### src/hdl/brct_pkg.sv
/*
 * Shared constants, register map and state types of the baud rate and
 * counter/timer block. Assumes an 8-bit register port with 4-bit address.
 */
package brct_pkg;

    // ****************************************************************
    // Sizes
    // ****************************************************************
    localparam int ADDR_W = 4;
    localparam int DATA_W = 8;
    localparam int CT_W = 16;
    localparam int GEN_W = 13;
    localparam int RATE_W = 5;
    localparam int NUM_SEL = 4;
    localparam int NUM_SYNC = 6;
    localparam int PHASE_W = 4;
    localparam logic [PHASE_W-1:0] PHASE_LAST = 4'hf;
    localparam logic [CT_W-1:0] CT_TERMINAL = 16'h0001;
    localparam logic [GEN_W-1:0] GEN_ONE = 13'h0001;
    localparam logic [GEN_W-1:0] GEN_OFF = 13'h0000;

    // ****************************************************************
    // Register offsets
    // ****************************************************************
    localparam logic [ADDR_W-1:0] REG_AUX_MODE = 4'h0;
    localparam logic [ADDR_W-1:0] REG_CT_CTRL = 4'h1;
    localparam logic [ADDR_W-1:0] REG_DIV_LO = 4'h2;
    localparam logic [ADDR_W-1:0] REG_DIV_HI = 4'h3;
    localparam logic [ADDR_W-1:0] REG_SEL_BASE = 4'h4;
    localparam logic [ADDR_W-1:0] REG_SEL_LAST = 4'h7;
    localparam logic [ADDR_W-1:0] REG_CT_CMD = 4'h8;
    localparam logic [ADDR_W-1:0] REG_CNT_LO = 4'h9;
    localparam logic [ADDR_W-1:0] REG_CNT_HI = 4'ha;

    // ****************************************************************
    // Field positions
    // ****************************************************************
    localparam int AUX_EXT_BIT = 0;
    localparam int CTRL_MODE_LSB = 0;
    localparam int CTRL_SRC_BIT = 2;
    localparam int CTRL_PINIRQ_BIT = 3;
    localparam int CMD_START_BIT = 0;
    localparam int CMD_STOP_BIT = 1;
    localparam int STAT_READY_BIT = 0;
    localparam int STAT_RUN_BIT = 1;
    localparam int STAT_OUT_BIT = 2;
    localparam int STAT_PIN_BIT = 3;
    localparam int SEL_RATE_LSB = 0;
    localparam int SEL_SRC_LSB = 5;

    // ****************************************************************
    // Types
    // ****************************************************************
    typedef enum logic [1:0] {CT_COUNTER, CT_TIMER, CT_TIMEOUT, CT_RSVD}
        brct_mode_t;
    typedef enum logic [1:0] {SRC_GEN, SRC_CT, SRC_EXT, SRC_NONE}
        brct_src_t;

    typedef struct packed {
        brct_src_t src;
        logic [RATE_W-1:0] rate;
    } brct_sel_t;

    typedef struct packed {
        logic aux_ext;
        brct_mode_t ct_mode;
        logic ct_src_ext;
        logic ct_pin_irq;
        logic [DATA_W-1:0] div_lo;
        logic [DATA_W-1:0] div_hi;
        brct_sel_t [NUM_SEL-1:0] sel;
        logic [CT_W-1:0] ct_cnt;
        logic ct_run;
        logic ct_armed;
        logic ct_out;
        logic ct_ready;
        logic ct_16x;
        logic [NUM_SEL-1:0][GEN_W-1:0] gen_cnt;
        logic [NUM_SEL-1:0] tick16;
        logic [DATA_W-1:0] rd_data;
        logic pin_o;
        logic pin_oe;
    } brct_state_t;

    typedef struct packed {
        logic s1;
        logic s2;
        logic s3;
        logic level;
        logic rise;
    } brct_sync_t;

    typedef struct packed {
        logic [PHASE_W-1:0] phase;
        logic bit_tick;
    } brct_div_t;

    localparam brct_state_t STATE_RST = '0;
    localparam brct_sync_t SYNC_RST = '0;
    localparam brct_div_t DIV_RST = '0;

    // ****************************************************************
    // Rate table: divisor of reference ticks per 16x pulse
    // ****************************************************************
    // Zero means no clock; extended codes need the auxiliary bit.
    function automatic logic [GEN_W-1:0] rate_div(
        input logic [RATE_W-1:0] code,
        input logic ext
    );
        logic [GEN_W-1:0] r;
        r = GEN_OFF;
        case (code)
            5'h00: r = 13'h1200;
            5'h01: r = 13'h0c00;
            5'h02: r = 13'h082e;
            5'h03: r = 13'h06b1;
            5'h04: r = 13'h0780;
            5'h05: r = 13'h0600;
            5'h06: r = 13'h0480;
            5'h07: r = 13'h03c0;
            5'h08: r = 13'h0300;
            5'h09: r = 13'h01e0;
            5'h0a: r = 13'h0180;
            5'h0b: r = 13'h0100;
            5'h0c: r = 13'h00db;
            5'h0d: r = 13'h00c0;
            5'h0e: r = 13'h0080;
            5'h0f: r = 13'h0073;
            5'h10: r = 13'h0060;
            5'h11: r = 13'h0050;
            5'h12: r = 13'h0040;
            5'h13: r = 13'h0030;
            5'h14: r = 13'h0028;
            5'h15: r = 13'h0020;
            5'h16: r = 13'h0018;
            5'h17: r = 13'h0010;
            5'h18: r = 13'h000c;
            5'h19: r = 13'h0008;
            5'h1a: r = 13'h0006;
            5'h1b: r = ext ? 13'h0004 : GEN_OFF; // RULE3
            5'h1c: r = ext ? 13'h0002 : GEN_OFF; // RULE3
            5'h1d: r = ext ? 13'h0001 : GEN_OFF; // RULE3
            default: r = GEN_OFF;
        endcase
        return r;
    endfunction

endpackage

### src/hdl/brct_bit_div.sv
/*
 * Divide-by-16 of a 16x clock enable into bit ticks and bit phase.
 * Assumes tick16 is a one-cycle pulse on mclk.
 */
`timescale 1ns/1ps
module brct_bit_div
    import brct_pkg::*;
(
    input wire logic mclk,
    input wire logic reset_n,
    input wire logic tick16,
    output logic bit_tick,
    output logic [PHASE_W-1:0] phase
);
    brct_div_t q;
    brct_div_t d;

    always_comb
    begin
        d = q;
        d.bit_tick = 1'b0;
        if (tick16)
        begin
            d.phase = PHASE_W'(q.phase + 4'h1); // RULE14
            d.bit_tick = (q.phase == PHASE_LAST); // RULE14
        end
    end

    always_ff @(posedge mclk or negedge reset_n)
    begin
        if (!reset_n)
            q <= DIV_RST;
        else
            q <= d;
    end

    assign bit_tick = q.bit_tick;
    assign phase = q.phase;

    chk_bit_wrap: assert property (@(posedge mclk) disable iff (!reset_n)
        tick16 && q.phase == PHASE_LAST |=> bit_tick && phase == 4'h0) // RULE14
        else $error("bit tick missing on phase wrap");
endmodule // brct_bit_div

### src/hdl/brct_core.sv
/*
 * Baud rate generator, 16-bit counter/timer and four clock selectors.
 * Assumes a host register port on mclk and asynchronous clock pins.
 */
// Added by the designer: the plain strobed port and the register offsets.
// Overview of operation
// [RULE1] Generator and counter/timer both time from the reference clock pin.
// [RULE2] Twenty-seven standard rates, 50 to 38.4K baud, chosen per direction.
// [RULE3] Auxiliary mode bit 0 adds rates up to 230.4K baud.
// [RULE4] System supplies a 3.6864 MHz reference for nominal rates.
// [RULE5] Every generator clock runs at sixteen times the bit rate.
// [RULE6] Four selectors pick generator, counter/timer or external input.
// [RULE7] Counter/timer is 16 bits, in counter, timer or time-out mode.
// [RULE8] Timer gives square wave, counter one delay, time-out measures gaps.
// [RULE9] Divisor is the high byte joined with the low byte.
// [RULE10] Start, stop, and read/write of both divisor bytes control it.
// [RULE11] Selected counter/timer output serves as a 16x clock.
// [RULE12] Timer output frequency is input clock over twice the divisor.
// [RULE13] Software never programs a divisor of 0 or 1.
// [RULE14] Each direction divides its 16x clock by 16, exposing phases.
// [RULE15] Counter/timer output goes to a pin and to every selector.
// [RULE16] Pin in interrupt use becomes open-drain, active low.
// [RULE17] Stop command clears a pending counter/timer ready flag.
// [RULE18] Input pin two may serve as external count clock.
// [RULE19] Timer reloads at terminal count, toggles output, runs on.
// [RULE20] Counter counts down once after start, flags ready at end.
// [RULE21] Time-out restarts on each character, flags if it expires.
`timescale 1ns/1ps
module brct_core
    import brct_pkg::*;
(
    input wire logic mclk,
    input wire logic reset_n,
    input wire logic [ADDR_W-1:0] reg_addr,
    input wire logic [DATA_W-1:0] reg_wdata,
    input wire logic reg_wr,
    input wire logic reg_rd,
    output logic [DATA_W-1:0] reg_rdata,
    input wire logic reference_clock_input,
    input wire logic input_pin_two,
    input wire logic [NUM_SEL-1:0] ext_timing_in,
    input wire logic [1:0] rx_char_seen,
    output logic [NUM_SEL-1:0] clk16_out,
    output logic [NUM_SEL-1:0] bit_tick_out,
    output logic [NUM_SEL-1:0][PHASE_W-1:0] bit_phase_out,
    output logic ct_out_level,
    input wire logic ct_pin_in,
    output logic ct_pin_out,
    output logic ct_pin_oe
);
    brct_state_t q;
    brct_state_t d;
    logic [NUM_SYNC-1:0] sync_lvl;
    logic [NUM_SYNC-1:0] sync_rise;
    logic [NUM_SYNC-1:0] sync_pin;
    logic ref_tick;
    logic external_count_clock_rise;
    logic ct_tick;
    logic ct_end;
    logic ct_set_ready;
    logic cmd_wr;
    logic [CT_W-1:0] divisor;

    // ****************************************************************
    // Pin synchronisers
    // ****************************************************************
    assign sync_pin = {ext_timing_in, input_pin_two, reference_clock_input};

    genvar gi;
    generate
        for (gi = 0; gi < NUM_SYNC; gi++)
        begin : g_sync
            brct_sync u_sync (
                .mclk(mclk),
                .reset_n(reset_n),
                .pin_in(sync_pin[gi]),
                .level(sync_lvl[gi]),
                .rise(sync_rise[gi])
            );
        end
        for (gi = 0; gi < NUM_SEL; gi++)
        begin : g_div
            brct_bit_div u_div (
                .mclk(mclk),
                .reset_n(reset_n),
                .tick16(q.tick16[gi]),
                .bit_tick(bit_tick_out[gi]),
                .phase(bit_phase_out[gi])
            );
        end
    endgenerate

    assign ref_tick = sync_rise[0]; // RULE1
    assign external_count_clock_rise = sync_rise[1];
    assign divisor = {q.div_hi, q.div_lo}; // RULE9
    assign ct_tick = q.ct_src_ext ? external_count_clock_rise : ref_tick; // RULE18 RULE1
    // Divisors 0 and 1 both end at once; software must avoid them.
    assign ct_end = ct_tick && q.ct_run && q.ct_cnt <= CT_TERMINAL; // RULE13
    assign cmd_wr = reg_wr && reg_addr == REG_CT_CMD;

    // ****************************************************************
    // Next state
    // ****************************************************************
    always_comb
    begin
        d = q;
        d.rd_data = '0;
        d.ct_16x = 1'b0;
        ct_set_ready = 1'b0;

        // Counter/timer countdown, one mode at a time
        if (q.ct_run && ct_tick)
        begin
            if (ct_end)
            begin
                case (q.ct_mode)
                    CT_COUNTER:
                    begin
                        d.ct_run = 1'b0; // RULE20 RULE8
                        d.ct_out = 1'b1;
                        ct_set_ready = 1'b1; // RULE20
                    end
                    CT_TIMEOUT:
                    begin
                        d.ct_run = 1'b0;
                        ct_set_ready = 1'b1; // RULE21 RULE8
                    end
                    default:
                    begin
                        d.ct_cnt = divisor; // RULE19
                        d.ct_out = ~q.ct_out; // RULE19 RULE12
                        d.ct_16x = ~q.ct_out; // RULE11
                        ct_set_ready = ~q.ct_out;
                    end
                endcase
            end
            else
            begin
                d.ct_cnt = CT_W'(q.ct_cnt - CT_TERMINAL); // RULE7
            end
        end

        // Each received character restarts an armed time-out
        if (q.ct_mode == CT_TIMEOUT && q.ct_armed && |rx_char_seen)
        begin
            d.ct_cnt = divisor; // RULE21
            d.ct_run = 1'b1; // RULE21
        end

        // Commands; stop in timer mode disarms and drops the ready flag but leaves it running
        if (cmd_wr && reg_wdata[CMD_START_BIT])
        begin
            d.ct_cnt = divisor; // RULE10 RULE9
            d.ct_run = 1'b1;
            d.ct_armed = 1'b1;
            d.ct_out = (q.ct_mode == CT_COUNTER) ? 1'b0 : q.ct_out;
            d.ct_16x = 1'b0;
        end
        else if (cmd_wr && reg_wdata[CMD_STOP_BIT])
        begin
            d.ct_armed = 1'b0; // RULE10
            if (q.ct_mode != CT_TIMER)
                d.ct_run = 1'b0;
        end
        // Set wins over a stop in the same cycle
        d.ct_ready = (q.ct_ready & ~(cmd_wr & reg_wdata[CMD_STOP_BIT]))
            | ct_set_ready; // RULE17

        // Register writes
        if (reg_wr)
        begin
            case (reg_addr)
                REG_AUX_MODE: d.aux_ext = reg_wdata[AUX_EXT_BIT]; // RULE3
                REG_CT_CTRL:
                begin
                    d.ct_mode = brct_mode_t'(
                        reg_wdata[CTRL_MODE_LSB +: 2]); // RULE7
                    d.ct_src_ext = reg_wdata[CTRL_SRC_BIT]; // RULE18
                    d.ct_pin_irq = reg_wdata[CTRL_PINIRQ_BIT];
                end
                REG_DIV_LO: d.div_lo = reg_wdata; // RULE10
                REG_DIV_HI: d.div_hi = reg_wdata; // RULE10
                REG_SEL_BASE, 4'h5, 4'h6, REG_SEL_LAST:
                begin
                    d.sel[2'(reg_addr - REG_SEL_BASE)] = brct_sel_t'(
                        reg_wdata[SEL_SRC_LSB + 1:SEL_RATE_LSB]); // RULE6
                end
                default:
                begin
                end
            endcase
        end

        // Register reads, data valid the cycle after the strobe
        if (reg_rd)
        begin
            case (reg_addr)
                REG_AUX_MODE: d.rd_data[AUX_EXT_BIT] = q.aux_ext;
                REG_CT_CTRL:
                begin
                    d.rd_data[CTRL_MODE_LSB +: 2] = q.ct_mode;
                    d.rd_data[CTRL_SRC_BIT] = q.ct_src_ext;
                    d.rd_data[CTRL_PINIRQ_BIT] = q.ct_pin_irq;
                end
                REG_DIV_LO: d.rd_data = q.div_lo; // RULE10
                REG_DIV_HI: d.rd_data = q.div_hi; // RULE10
                REG_SEL_BASE, 4'h5, 4'h6, REG_SEL_LAST:
                begin
                    d.rd_data[SEL_SRC_LSB + 1:SEL_RATE_LSB] =
                        q.sel[2'(reg_addr - REG_SEL_BASE)];
                end
                REG_CT_CMD:
                begin
                    d.rd_data[STAT_READY_BIT] = q.ct_ready;
                    d.rd_data[STAT_RUN_BIT] = q.ct_run;
                    d.rd_data[STAT_OUT_BIT] = q.ct_out;
                    d.rd_data[STAT_PIN_BIT] = ct_pin_in;
                end
                REG_CNT_LO: d.rd_data = q.ct_cnt[DATA_W-1:0];
                REG_CNT_HI: d.rd_data = q.ct_cnt[CT_W-1:DATA_W];
                default: d.rd_data = '0;
            endcase
        end

        // Per-direction generator divider and clock selector
        for (int i = 0; i < NUM_SEL; i++)
        begin
            d.tick16[i] = 1'b0;
            if (rate_div(q.sel[i].rate, q.aux_ext) == GEN_OFF)
            begin
                d.gen_cnt[i] = GEN_OFF;
            end
            else if (ref_tick)
            begin
                if (q.gen_cnt[i] >=
                    GEN_W'(rate_div(q.sel[i].rate, q.aux_ext) - GEN_ONE))
                begin
                    d.gen_cnt[i] = GEN_OFF;
                    d.tick16[i] = (q.sel[i].src == SRC_GEN); // RULE2 RULE5
                end
                else
                begin
                    d.gen_cnt[i] = GEN_W'(q.gen_cnt[i] + GEN_ONE);
                end
            end
            case (q.sel[i].src)
                SRC_CT: d.tick16[i] = q.ct_16x; // RULE11 RULE15 RULE6
                SRC_EXT: d.tick16[i] = sync_rise[2 + i]; // RULE6
                SRC_GEN:
                begin
                end
                default: d.tick16[i] = 1'b0;
            endcase
        end

        // Output pin: counter/timer output level, or open-drain active-low request
        if (q.ct_pin_irq)
        begin
            d.pin_o = 1'b0; // RULE16
            d.pin_oe = d.ct_ready; // RULE16
        end
        else
        begin
            d.pin_o = d.ct_out; // RULE15
            d.pin_oe = 1'b1;
        end
    end

    always_ff @(posedge mclk or negedge reset_n)
    begin
        if (!reset_n)
            q <= STATE_RST;
        else
            q <= d;
    end

    assign reg_rdata = q.rd_data;
    assign clk16_out = q.tick16;
    assign ct_out_level = q.ct_out;
    assign ct_pin_out = q.pin_o;
    assign ct_pin_oe = q.pin_oe;

    // ****************************************************************
    // Checks
    // ****************************************************************
    chk_stop_clears_ready: assert property (@(posedge mclk)
        disable iff (!reset_n)
        cmd_wr && reg_wdata[CMD_STOP_BIT] && !reg_wdata[CMD_START_BIT]
        && !ct_set_ready |=> !q.ct_ready) // RULE17
        else $error("stop did not clear ready");

    chk_start_loads_div: assert property (@(posedge mclk)
        disable iff (!reset_n)
        cmd_wr && reg_wdata[CMD_START_BIT]
        |=> q.ct_run && q.ct_cnt == $past(divisor)) // RULE9
        else $error("start did not load divisor");

    chk_timer_reload: assert property (@(posedge mclk)
        disable iff (!reset_n)
        ct_end && q.ct_mode == CT_TIMER && !cmd_wr && !reg_wr
        |=> q.ct_cnt == divisor && q.ct_out != $past(q.ct_out)
        && q.ct_run) // RULE19
        else $error("timer did not reload and toggle");

    chk_counter_once: assert property (@(posedge mclk)
        disable iff (!reset_n)
        ct_end && q.ct_mode == CT_COUNTER && !cmd_wr
        |=> q.ct_ready && !q.ct_run
        ##1 (!q.ct_run || $past(cmd_wr))) // RULE20
        else $error("counter did not stop with ready");

    chk_timeout_restart: assert property (@(posedge mclk)
        disable iff (!reset_n)
        q.ct_mode == CT_TIMEOUT && q.ct_armed && |rx_char_seen && !cmd_wr
        && !reg_wr |=> q.ct_run && q.ct_cnt == divisor) // RULE21
        else $error("time-out not restarted by character");

    chk_ct_16x_rise: assert property (@(posedge mclk)
        disable iff (!reset_n)
        q.ct_16x |-> q.ct_out && !$past(q.ct_out)) // RULE11
        else $error("16x pulse without output rise");

    chk_sel_ct_route: assert property (@(posedge mclk)
        disable iff (!reset_n)
        q.ct_16x && q.sel[0].src == SRC_CT && !reg_wr
        |=> clk16_out[0]) // RULE15
        else $error("counter/timer clock not routed");

    chk_ext_rate_gate: assert property (@(posedge mclk)
        disable iff (!reset_n)
        q.sel[1].src == SRC_GEN && q.sel[1].rate >= 5'h1b
        && !q.aux_ext && !reg_wr |=> !clk16_out[1]) // RULE3
        else $error("extended rate without auxiliary bit");

    chk_pin_open_drain: assert property (@(posedge mclk)
        disable iff (!reset_n)
        q.ct_pin_irq && !reg_wr |=> !ct_pin_out
        && ct_pin_oe == q.ct_ready) // RULE16
        else $error("pin not open-drain in interrupt use");

    chk_rdata_slot: assert property (@(posedge mclk)
        disable iff (!reset_n)
        !reg_rd |=> reg_rdata == '0)
        else $error("read data outside its slot");

    cov_timer_toggle: cover property (@(posedge mclk)
        disable iff (!reset_n) ct_end && q.ct_mode == CT_TIMER);
    cov_counter_done: cover property (@(posedge mclk)
        disable iff (!reset_n) ct_end && q.ct_mode == CT_COUNTER);
    cov_timeout_flag: cover property (@(posedge mclk)
        disable iff (!reset_n) ct_end && q.ct_mode == CT_TIMEOUT);
endmodule // brct_core

### src/hdl/brct_sync.sv
/*
 * Three-stage input synchroniser with level and rising-edge pulse.
 * Assumes the input is asynchronous to mclk and much slower.
 */
`timescale 1ns/1ps
module brct_sync
    import brct_pkg::*;
(
    input wire logic mclk,
    input wire logic reset_n,
    input wire logic pin_in,
    output logic level,
    output logic rise
);
    brct_sync_t q;
    brct_sync_t d;

    // ****************************************************************
    // Level accepted only when stages two and three agree
    // ****************************************************************
    always_comb
    begin
        d = q;
        d.s1 = pin_in;
        d.s2 = q.s1;
        d.s3 = q.s2;
        d.rise = 1'b0;
        if (q.s2 == q.s3)
        begin
            d.level = q.s3;
            d.rise = q.s3 & ~q.level;
        end
    end

    always_ff @(posedge mclk or negedge reset_n)
    begin
        if (!reset_n)
            q <= SYNC_RST;
        else
            q <= d;
    end

    assign level = q.level;
    assign rise = q.rise;
endmodule // brct_sync
### config.mk
export PLATFORM = sky130hd
export DESIGN_NAME = brct_core
export DESIGN_NICKNAME = d
export VERILOG_FILES = /design/src/hdl/brct_pkg.sv /design/src/hdl/brct_bit_div.sv /design/src/hdl/brct_core.sv /design/src/hdl/brct_sync.sv
export SDC_FILE = /design/constraint.sdc
export NUM_CORES = 1
export LEC_CHECK = 0
export ABC_AREA = 1
export BUFFER_PORTS_ARGS = -buffer_cell sky130_fd_sc_hd__buf_2
export CORE_ASPECT_RATIO = 0.8
export CORE_MARGIN = 2
export CORE_UTILIZATION = 30
export DETAILED_ROUTE_END_ITERATION = 8
export PLACE_DENSITY = 0.5
export SKIP_CTS_REPAIR_TIMING = 1
export SLEW_MARGIN = 10
export SYNTH_ARGS = -nofsm -noshare
export SYNTH_HDL_FRONTEND = slang
export SYNTH_HIERARCHICAL = 1
export SYNTH_SLANG_ARGS = --single-unit
### constraint.sdc
create_clock -name mclk -period 4.45 [get_ports mclk]
set_input_delay 0.445 -clock mclk [delete_from_list [all_inputs] [get_ports mclk]]
set_output_delay 0.445 -clock mclk [all_outputs]
set_load 0.02 [all_outputs]
==> reports/qor.csv, run 1 <==
stage;metric;value;unit
floorplan;Core ar.;44400;µm²
clocking;clk_lat worst skew;0.47;ns
clocking;CTS clk-pin slew, worst paths;0.08;ns
worst_setup_path;worst-path fanout max;18;
layout;Area Growth Syn to Fin;10.2;%
clocking;clock sinks;186;
floorplan;die outline width;241;µm
logic_synthesis;EDFF count, synth;0;
routing;total wire length;37200;µm
layout;diode count;0;
layout;final std cells w/o fill;2617;
layout;final net count;2092;
sta;RSZ-0062 raised after global routing;false;
floorplan;number of top-level pins;60;
clocking;H-Tree Depth;4;
logic_synthesis;yosys warns;6;
placement;placed cell areas;14200;µm²
logic_synthesis;#FFs+latches synth;186;
grt;GR Layer Usage met1;24.2;%
placement;DP Wirelength;28100;µm
worst_setup_path;Worst path slowest cell;dfrtp_1;
floorplan;die area;46600;µm²
grt;global-route wire length before repair;61300;µm
grt;initial antenna violation count;0;
outcome;status;finished with violations;
floorplan;row count;69;
clocking;CTS Buf Count;17;
routing;1st-pass router iterations;8;
placement;GP Congestion;0.891;
layout;multi-input logic area;7600;µm²
routing;drt drc;0;
routing;vias per inst;4.84;
grt;busiest metal layer after global routing;met2;
routing;via count;12661;
placement;DP Cell Count;2585;
logic_synthesis;Mean Syn Cell Area;6.82;µm²
layout;commonest non-fill, non-tap cell in the layout;nand2_1;
routing;WL/cell;14.2;µm
routing;Starting DRT DRC Count;1077;
sta;Final Cycle Share;89.7;%
worst_setup_path;crit path cell chain;inv_2 -> nand2_2 -> inv_2 -> nand2_2 -> nand2_1 -> nor2_2 -> ha_1 -> inv_1 -> nor2_2 -> nand3_4 -> o21ai_0 -> inv_1 -> ha_1 -> a21oi_1 -> o21ai_0 -> a21oi_1 -> nand3_2 -> nor2_1 -> nand3_1 -> nand2_1;
worst_setup_path;FF-to-FF path depth;20;
sta;Clock Skews;0.0139;ns
grt;met3 Track Usage GR;2.81;%
sta;worst relative slew slack;47.1;%
worst_setup_path;CP Capture Type;flop;
grt;GRT Residual Overflow;0;
logic_synthesis;async set or reset register ratio after synthesis;100;%
worst_setup_path;Largest stage delay, worst path;0.66;ns
logic_synthesis;Gate Count Post-Synth;1976;
sta;Final WS setup;0.459;ns
worst_setup_path;worst endpoint required time;4.85;ns
routing;DRT antenna net count;0;
layout;most frequent cells in the layout;560 x nand2_1, 245 x nor2_1, 218 x inv_1;
layout;Storage cell area;4660;µm²
sta;final hold violations;4;
logic_synthesis;Post-Syn Area;13500;µm²
logic_synthesis;Seq/Total Area, Yosys;34.5;%
worst_setup_path;CP Launch Type;flop;
power;Pwr per Cell Area;487;nW/µm²
power;PnR Total Power;7.24;mW
grt;Tot GR Track Use;16.3;%
layout;number of fillers in the final layout;4902;
clocking;CTS max path bufs;2;
power;P_leak;7.70;nW
clocking;CTS tree;yes;
logic_synthesis;synthesized net count;2067;
clocking;Root Driver;clkbuf_16;
sta;total negative setup slack;0;ns
grt;grt met2 use;24.4;%
layout;fin util;33.5;%
layout;Design Area, Final;14800;µm²
sta;Slew @ Worst Pin;0.793;ns
worst_setup_path;critical path data arrival time;4.39;ns
worst_setup_path;WS Path Type;reg -> reg;
floorplan;Die Height;194;µm
hold_path;Hold/Removal Path Class;in -> async;
placement;dpl ws;0.366;ns
sta;Max Clk Rate;251;MHz
job;max_cap viols;0;
layout;share of layout cells above drive strength 1;8.69;%
outcome;violated checks;negative hold slack;
logic_synthesis;dominant synthesized flop cell;dfrtp_1;
sta;# setup viols final;0;
sta;Hold Slack;-0.00465;ns
sta;min Tclk post-route;3.99;ns
floorplan;Starting Density;30.4;%
sta;Slew Viols, Final;0;
power;VDD IR max;0.301;mV
grt;largest net degree at the start of global routing;91;
logic_synthesis;Synth cell types;45;
grt;number of global-route vias before repair;11692;
placement;IO Port Bufs;59;
[final cells by class]
class | instances | share of cell area (%)
inverter | 234 | 5.92
timing repair buffer | 65 | 2.35
multi-input combinational | 1497 | 51.2
tap | 603 | 5.08
clock inverter | 14 | 1.21
clock buffer | 18 | 2.89
sequential | 186 | 31.4
[kinds of logic (layout without fill, tap and decap cells)]
family / count (synthesis) / after routing / synth area share [%]
AND/OR/NAND/NOR: 1149 / 1149 / 37.2
buffers and inverters: 293 / 331 / 9.14
AO/OA/AOI/OAI: 214 / 214 / 8.55
flip-flops: 186 / 186 / 34.5
XOR/XNOR: 68 / 68 / 4.42
adder cells (fa/ha/maj): 66 / 66 / 6.13
[layer usage]
metal	up-vias	routed length, µm
met5	-	0
met3	34	1450
li1	6417	-
met2	284	16000
met1	5926	19200
met4	0	488
[final timing paths]
kind | to | from | slack (ns)
hold / removal | g_div[3].u_div/phase[1]$_DFFE_PN0P_ | reset_n | -0.005
setup / recovery | q[34]$_DFFE_PN0P_ | q[98]$_DFFE_PN0P_ | 0.46
hold reg to reg | g_sync[0].u_sync/d[2]$_DFF_PN0_ | g_sync[0].u_sync/d[3]$_DFF_PN0_ | 0.35
setup reg to reg | q[34]$_DFFE_PN0P_ | q[98]$_DFFE_PN0P_ | 0.46
max in group asynchronous | q[29]$_DFFE_PN0P_ | reset_n | 3.40
min in group mclk | g_sync[5].u_sync/d[3]$_DFF_PN0_ | ext_timing_in[3] | 0.08
[synthesized netlist by cell type (10+ instances only)]
cell type  number  area, µm²
nand2_2        13       81.3
o21ai_0       101        505
nor3_1         20        100
xnor2_1        17        149
inv_2          15       56.3
clkbuf_1       16       60.1
nor2_1        245        920
nand2_1       560       2100
nor2_2         24        150
a21oi_1        56        280
nand3_1       216       1080
inv_1         218        818
xor2_1         51        447
o21ai_1        10       50.1
dfrtp_1       186       4650
nand4_1        37        231
buf_4          19        143
o22ai_1        26        163
buf_2          19       95.1
ha_1           66        826
[report_power, final]
part           internal, mW  switching, mW
clock                 0.854          0.782
sequential             1.98          0.376
combinational          1.11           2.14
total                  3.94           3.30
[registers in the layout, summed over array words and instances, names as in the netlist]
register / count
ct_pin_oe: 1
divisor: 16
g_div.u_div/phase: 16
ct_out_level: 1
g_sync.u_sync/q: 6
g_div.u_div/bit_tick: 4
g_sync.u_sync/d: 12
reg_rdata: 8
ct_pin_out: 1
clk16_out: 4
g_sync.u_sync/level: 6
g_sync.u_sync/rise: 6
q: 105
[worst max-delay path: cells and delay by family (launching register included)]
family / cells / cell delay [ns]
fa+ha+maj: 2 / 0.61
simple gates: 10 / 1.65
compound gates: 4 / 0.56
flops: 1 / 0.66
buf+inv: 4 / 0.45
Power figures use the tool's default switching activity.
==> run 2, diff against run 1 <==
Settings changed: RECOVER_POWER from default to 25.
==> reports/qor.csv, run 2 (synthesized netlist as in run 1, its figures left out) <==
stage;metric;value;unit
routing;vias per inst;4.84;
floorplan;Starting Density;30.4;%
worst_setup_path;FF-to-FF path depth;20;
grt;Tot GR Track Use;16.3;%
sta;total negative setup slack;0;ns
sta;Slew Viols, Final;91;
worst_setup_path;worst-path fanout max;18;
clocking;H-Tree Depth;4;
power;combinational share of power;44.9;%
grt;initial antenna violation count;0;
clocking;clk_lat worst skew;0.47;ns
sta;Final WS setup;0.466;ns
sta;# setup viols final;0;
placement;DP Cell Count;2585;
placement;IO Port Bufs;59;
clocking;Root Driver;clkbuf_16;
clocking;CTS tree;yes;
hold_path;startpoint of the most critical hold path;ext_timing_in[3];
grt;GRT Residual Overflow;0;
power;P_leak;7.70;nW
worst_setup_path;WS Path Type;reg -> reg;
worst_setup_path;critical path data arrival time;4.38;ns
floorplan;row count;69;
outcome;violated checks;max-capacitance violations, max-slew violations;
power;Pint;3.94;mW
hold_path;Hold Crit Endpoint;g_sync[5].u_sync/d[3]$_DFF_PN0_;
power;VDD IR max;0.301;mV
sta;Max Clk Rate;251;MHz
layout;max FFs per register;105;
floorplan;Core ar.;44400;µm²
layout;most frequent cells in the layout;560 x nand2_1, 245 x nor2_1, 218 x inv_1;
layout;final net count;2092;
power;Flop pwr share;32.5;%
sta;RSZ-0062 raised after global routing;false;
routing;total wire length;37200;µm
routing;WL/cell;14.2;µm
floorplan;die outline width;241;µm
layout;fin util;33.4;%
sta;Hold Slack;0.0811;ns
outcome;status;finished with violations;
routing;drt drc;0;
grt;largest net degree at the start of global routing;91;
floorplan;Die Height;194;µm
layout;diode count;0;
worst_setup_path;R2R Setup Slk;0.47;ns
sta;final hold violations;0;
power;Net Sw Frac;45.6;%
worst_setup_path;worst endpoint required time;4.85;ns
routing;1st-pass router iterations;8;
worst_setup_path;CP Capture Type;flop;
power;Net Switching;3.30;mW
clocking;CTS Buf Count;17;
layout;Area Growth Syn to Fin;10.1;%
worst_setup_path;reg2reg start;q[98]$_DFFE_PN0P_;
sta;Slew @ Worst Pin;2.37;ns
sta;min Tclk post-route;3.98;ns
routing;via count;12675;
floorplan;number of top-level pins;60;
placement;GP Congestion;0.891;
hold_path;Hold/Removal Path Class;in -> reg;
power;Pwr per Cell Area;488;nW/µm²
layout;most flop-heavy register;q;
sta;Clock Skews;0.0141;ns
layout;commonest non-fill, non-tap cell in the layout;nand2_1;
layout;final std cells w/o fill;2617;
worst_setup_path;FF-to-FF End;q[34]$_DFFE_PN0P_;
clocking;CTS clk-pin slew, worst paths;0.08;ns
grt;number of global-route vias before repair;11692;
clocking;clock sinks;186;
clocking;CTS max path bufs;2;
sta;worst relative slew slack;-57.8;%
placement;DP Wirelength;28100;µm
placement;dpl ws;0.366;ns
layout;share of layout cells above drive strength 1;8.69;%
hold_path;Hold Crit Depth;1;
routing;DRT antenna net count;0;
routing;Starting DRT DRC Count;1077;
grt;global-route wire length before repair;61300;µm
worst_setup_path;CP Launch Type;flop;
job;max_cap viols;1;
power;part of the power in the clock network;22.6;%
floorplan;die area;46600;µm²
sta;Final Cycle Share;89.5;%
==> run 2: power groups by stage <==
stage,logic (mW),registers [mW],clock network (mW)
after CTS,3.24,2.35,1.71
final,3.25,2.35,1.64
after global placement,3.20,2.38,0
after global routing,3.74,2.41,1.77
after floorplan,2.53,2.29,0
after detailed placement,3.23,2.38,0
==> run 2: layout make-up <==
| type | count | area [µm²] |
|---|---|---|
| inverters | 234 | 878 |
| fillers | 4903 | 29500 |
| multi-input cells | 1497 | 7600 |
| repair buffers | 65 | 340 |
| clock buffers | 18 | 429 |
| clock inverters | 14 | 179 |
| flip-flops and latches | 186 | 4660 |
| well taps | 603 | 754 |
==> run 2: metal layers <==
layer  up-vias  wire length [µm]  global-route usage (%)
met5         -                 0                       0
met4         0               488                    4.00
met3        34              1430                    2.81
met1      5942             19200                    24.2
met2       283             16000                    24.4
li1       6416                 -                       -
==> run 2: worst max-delay path by stage <==
stage	start	slack, ns	depth (start not counted)	end
finish	q[98]$_DFFE_PN0P_	0.47	20	q[34]$_DFFE_PN0P_
global route	q[105]$_DFFE_PN0P_	0.05	20	q[44]$_DFFE_PN0P_
CTS	q[98]$_DFFE_PN0P_	0.34	21	q[34]$_DFFE_PN0P_
detailed placement	q[98]$_DFFE_PN0P_	0.37	21	q[34]$_DFFE_PN0P_
global placement	q[98]$_DFFE_PN0P_	0.55	20	q[33]$_DFFE_PN0P_
floorplan	q[95]$_DFFE_PN0P_	1.17	23	q[31]$_DFFE_PN0P_
==> run 2: per-stage QoR <==
stage / total power, mW / cell area, µm²
after floorplan: 4.82 / 13500
after global placement: 5.58 / 14200
after detailed placement: 5.61 / 14200
after CTS: 7.30 / 14800
after global routing: 7.92 / 14800
final: 7.24 / 14800
==> run 2: worst max-delay path, cell delays in order, from the launching register on <==
cell and delay, ns:
dfrtp_1 0.65, inv_2 0.21, nand2_2 0.17, inv_2 0.05
nand2_2 0.07, nand2_1 0.11, nor2_2 0.20, ha_1 0.31
inv_1 0.12, nor2_2 0.18, nand3_4 0.21, o21ai_0 0.14
inv_1 0.07, ha_1 0.31, a21oi_1 0.14, o21ai_0 0.10
a21oi_1 0.18, nand3_2 0.31, nor2_1 0.20, nand3_1 0.10
nand2_1 0.10
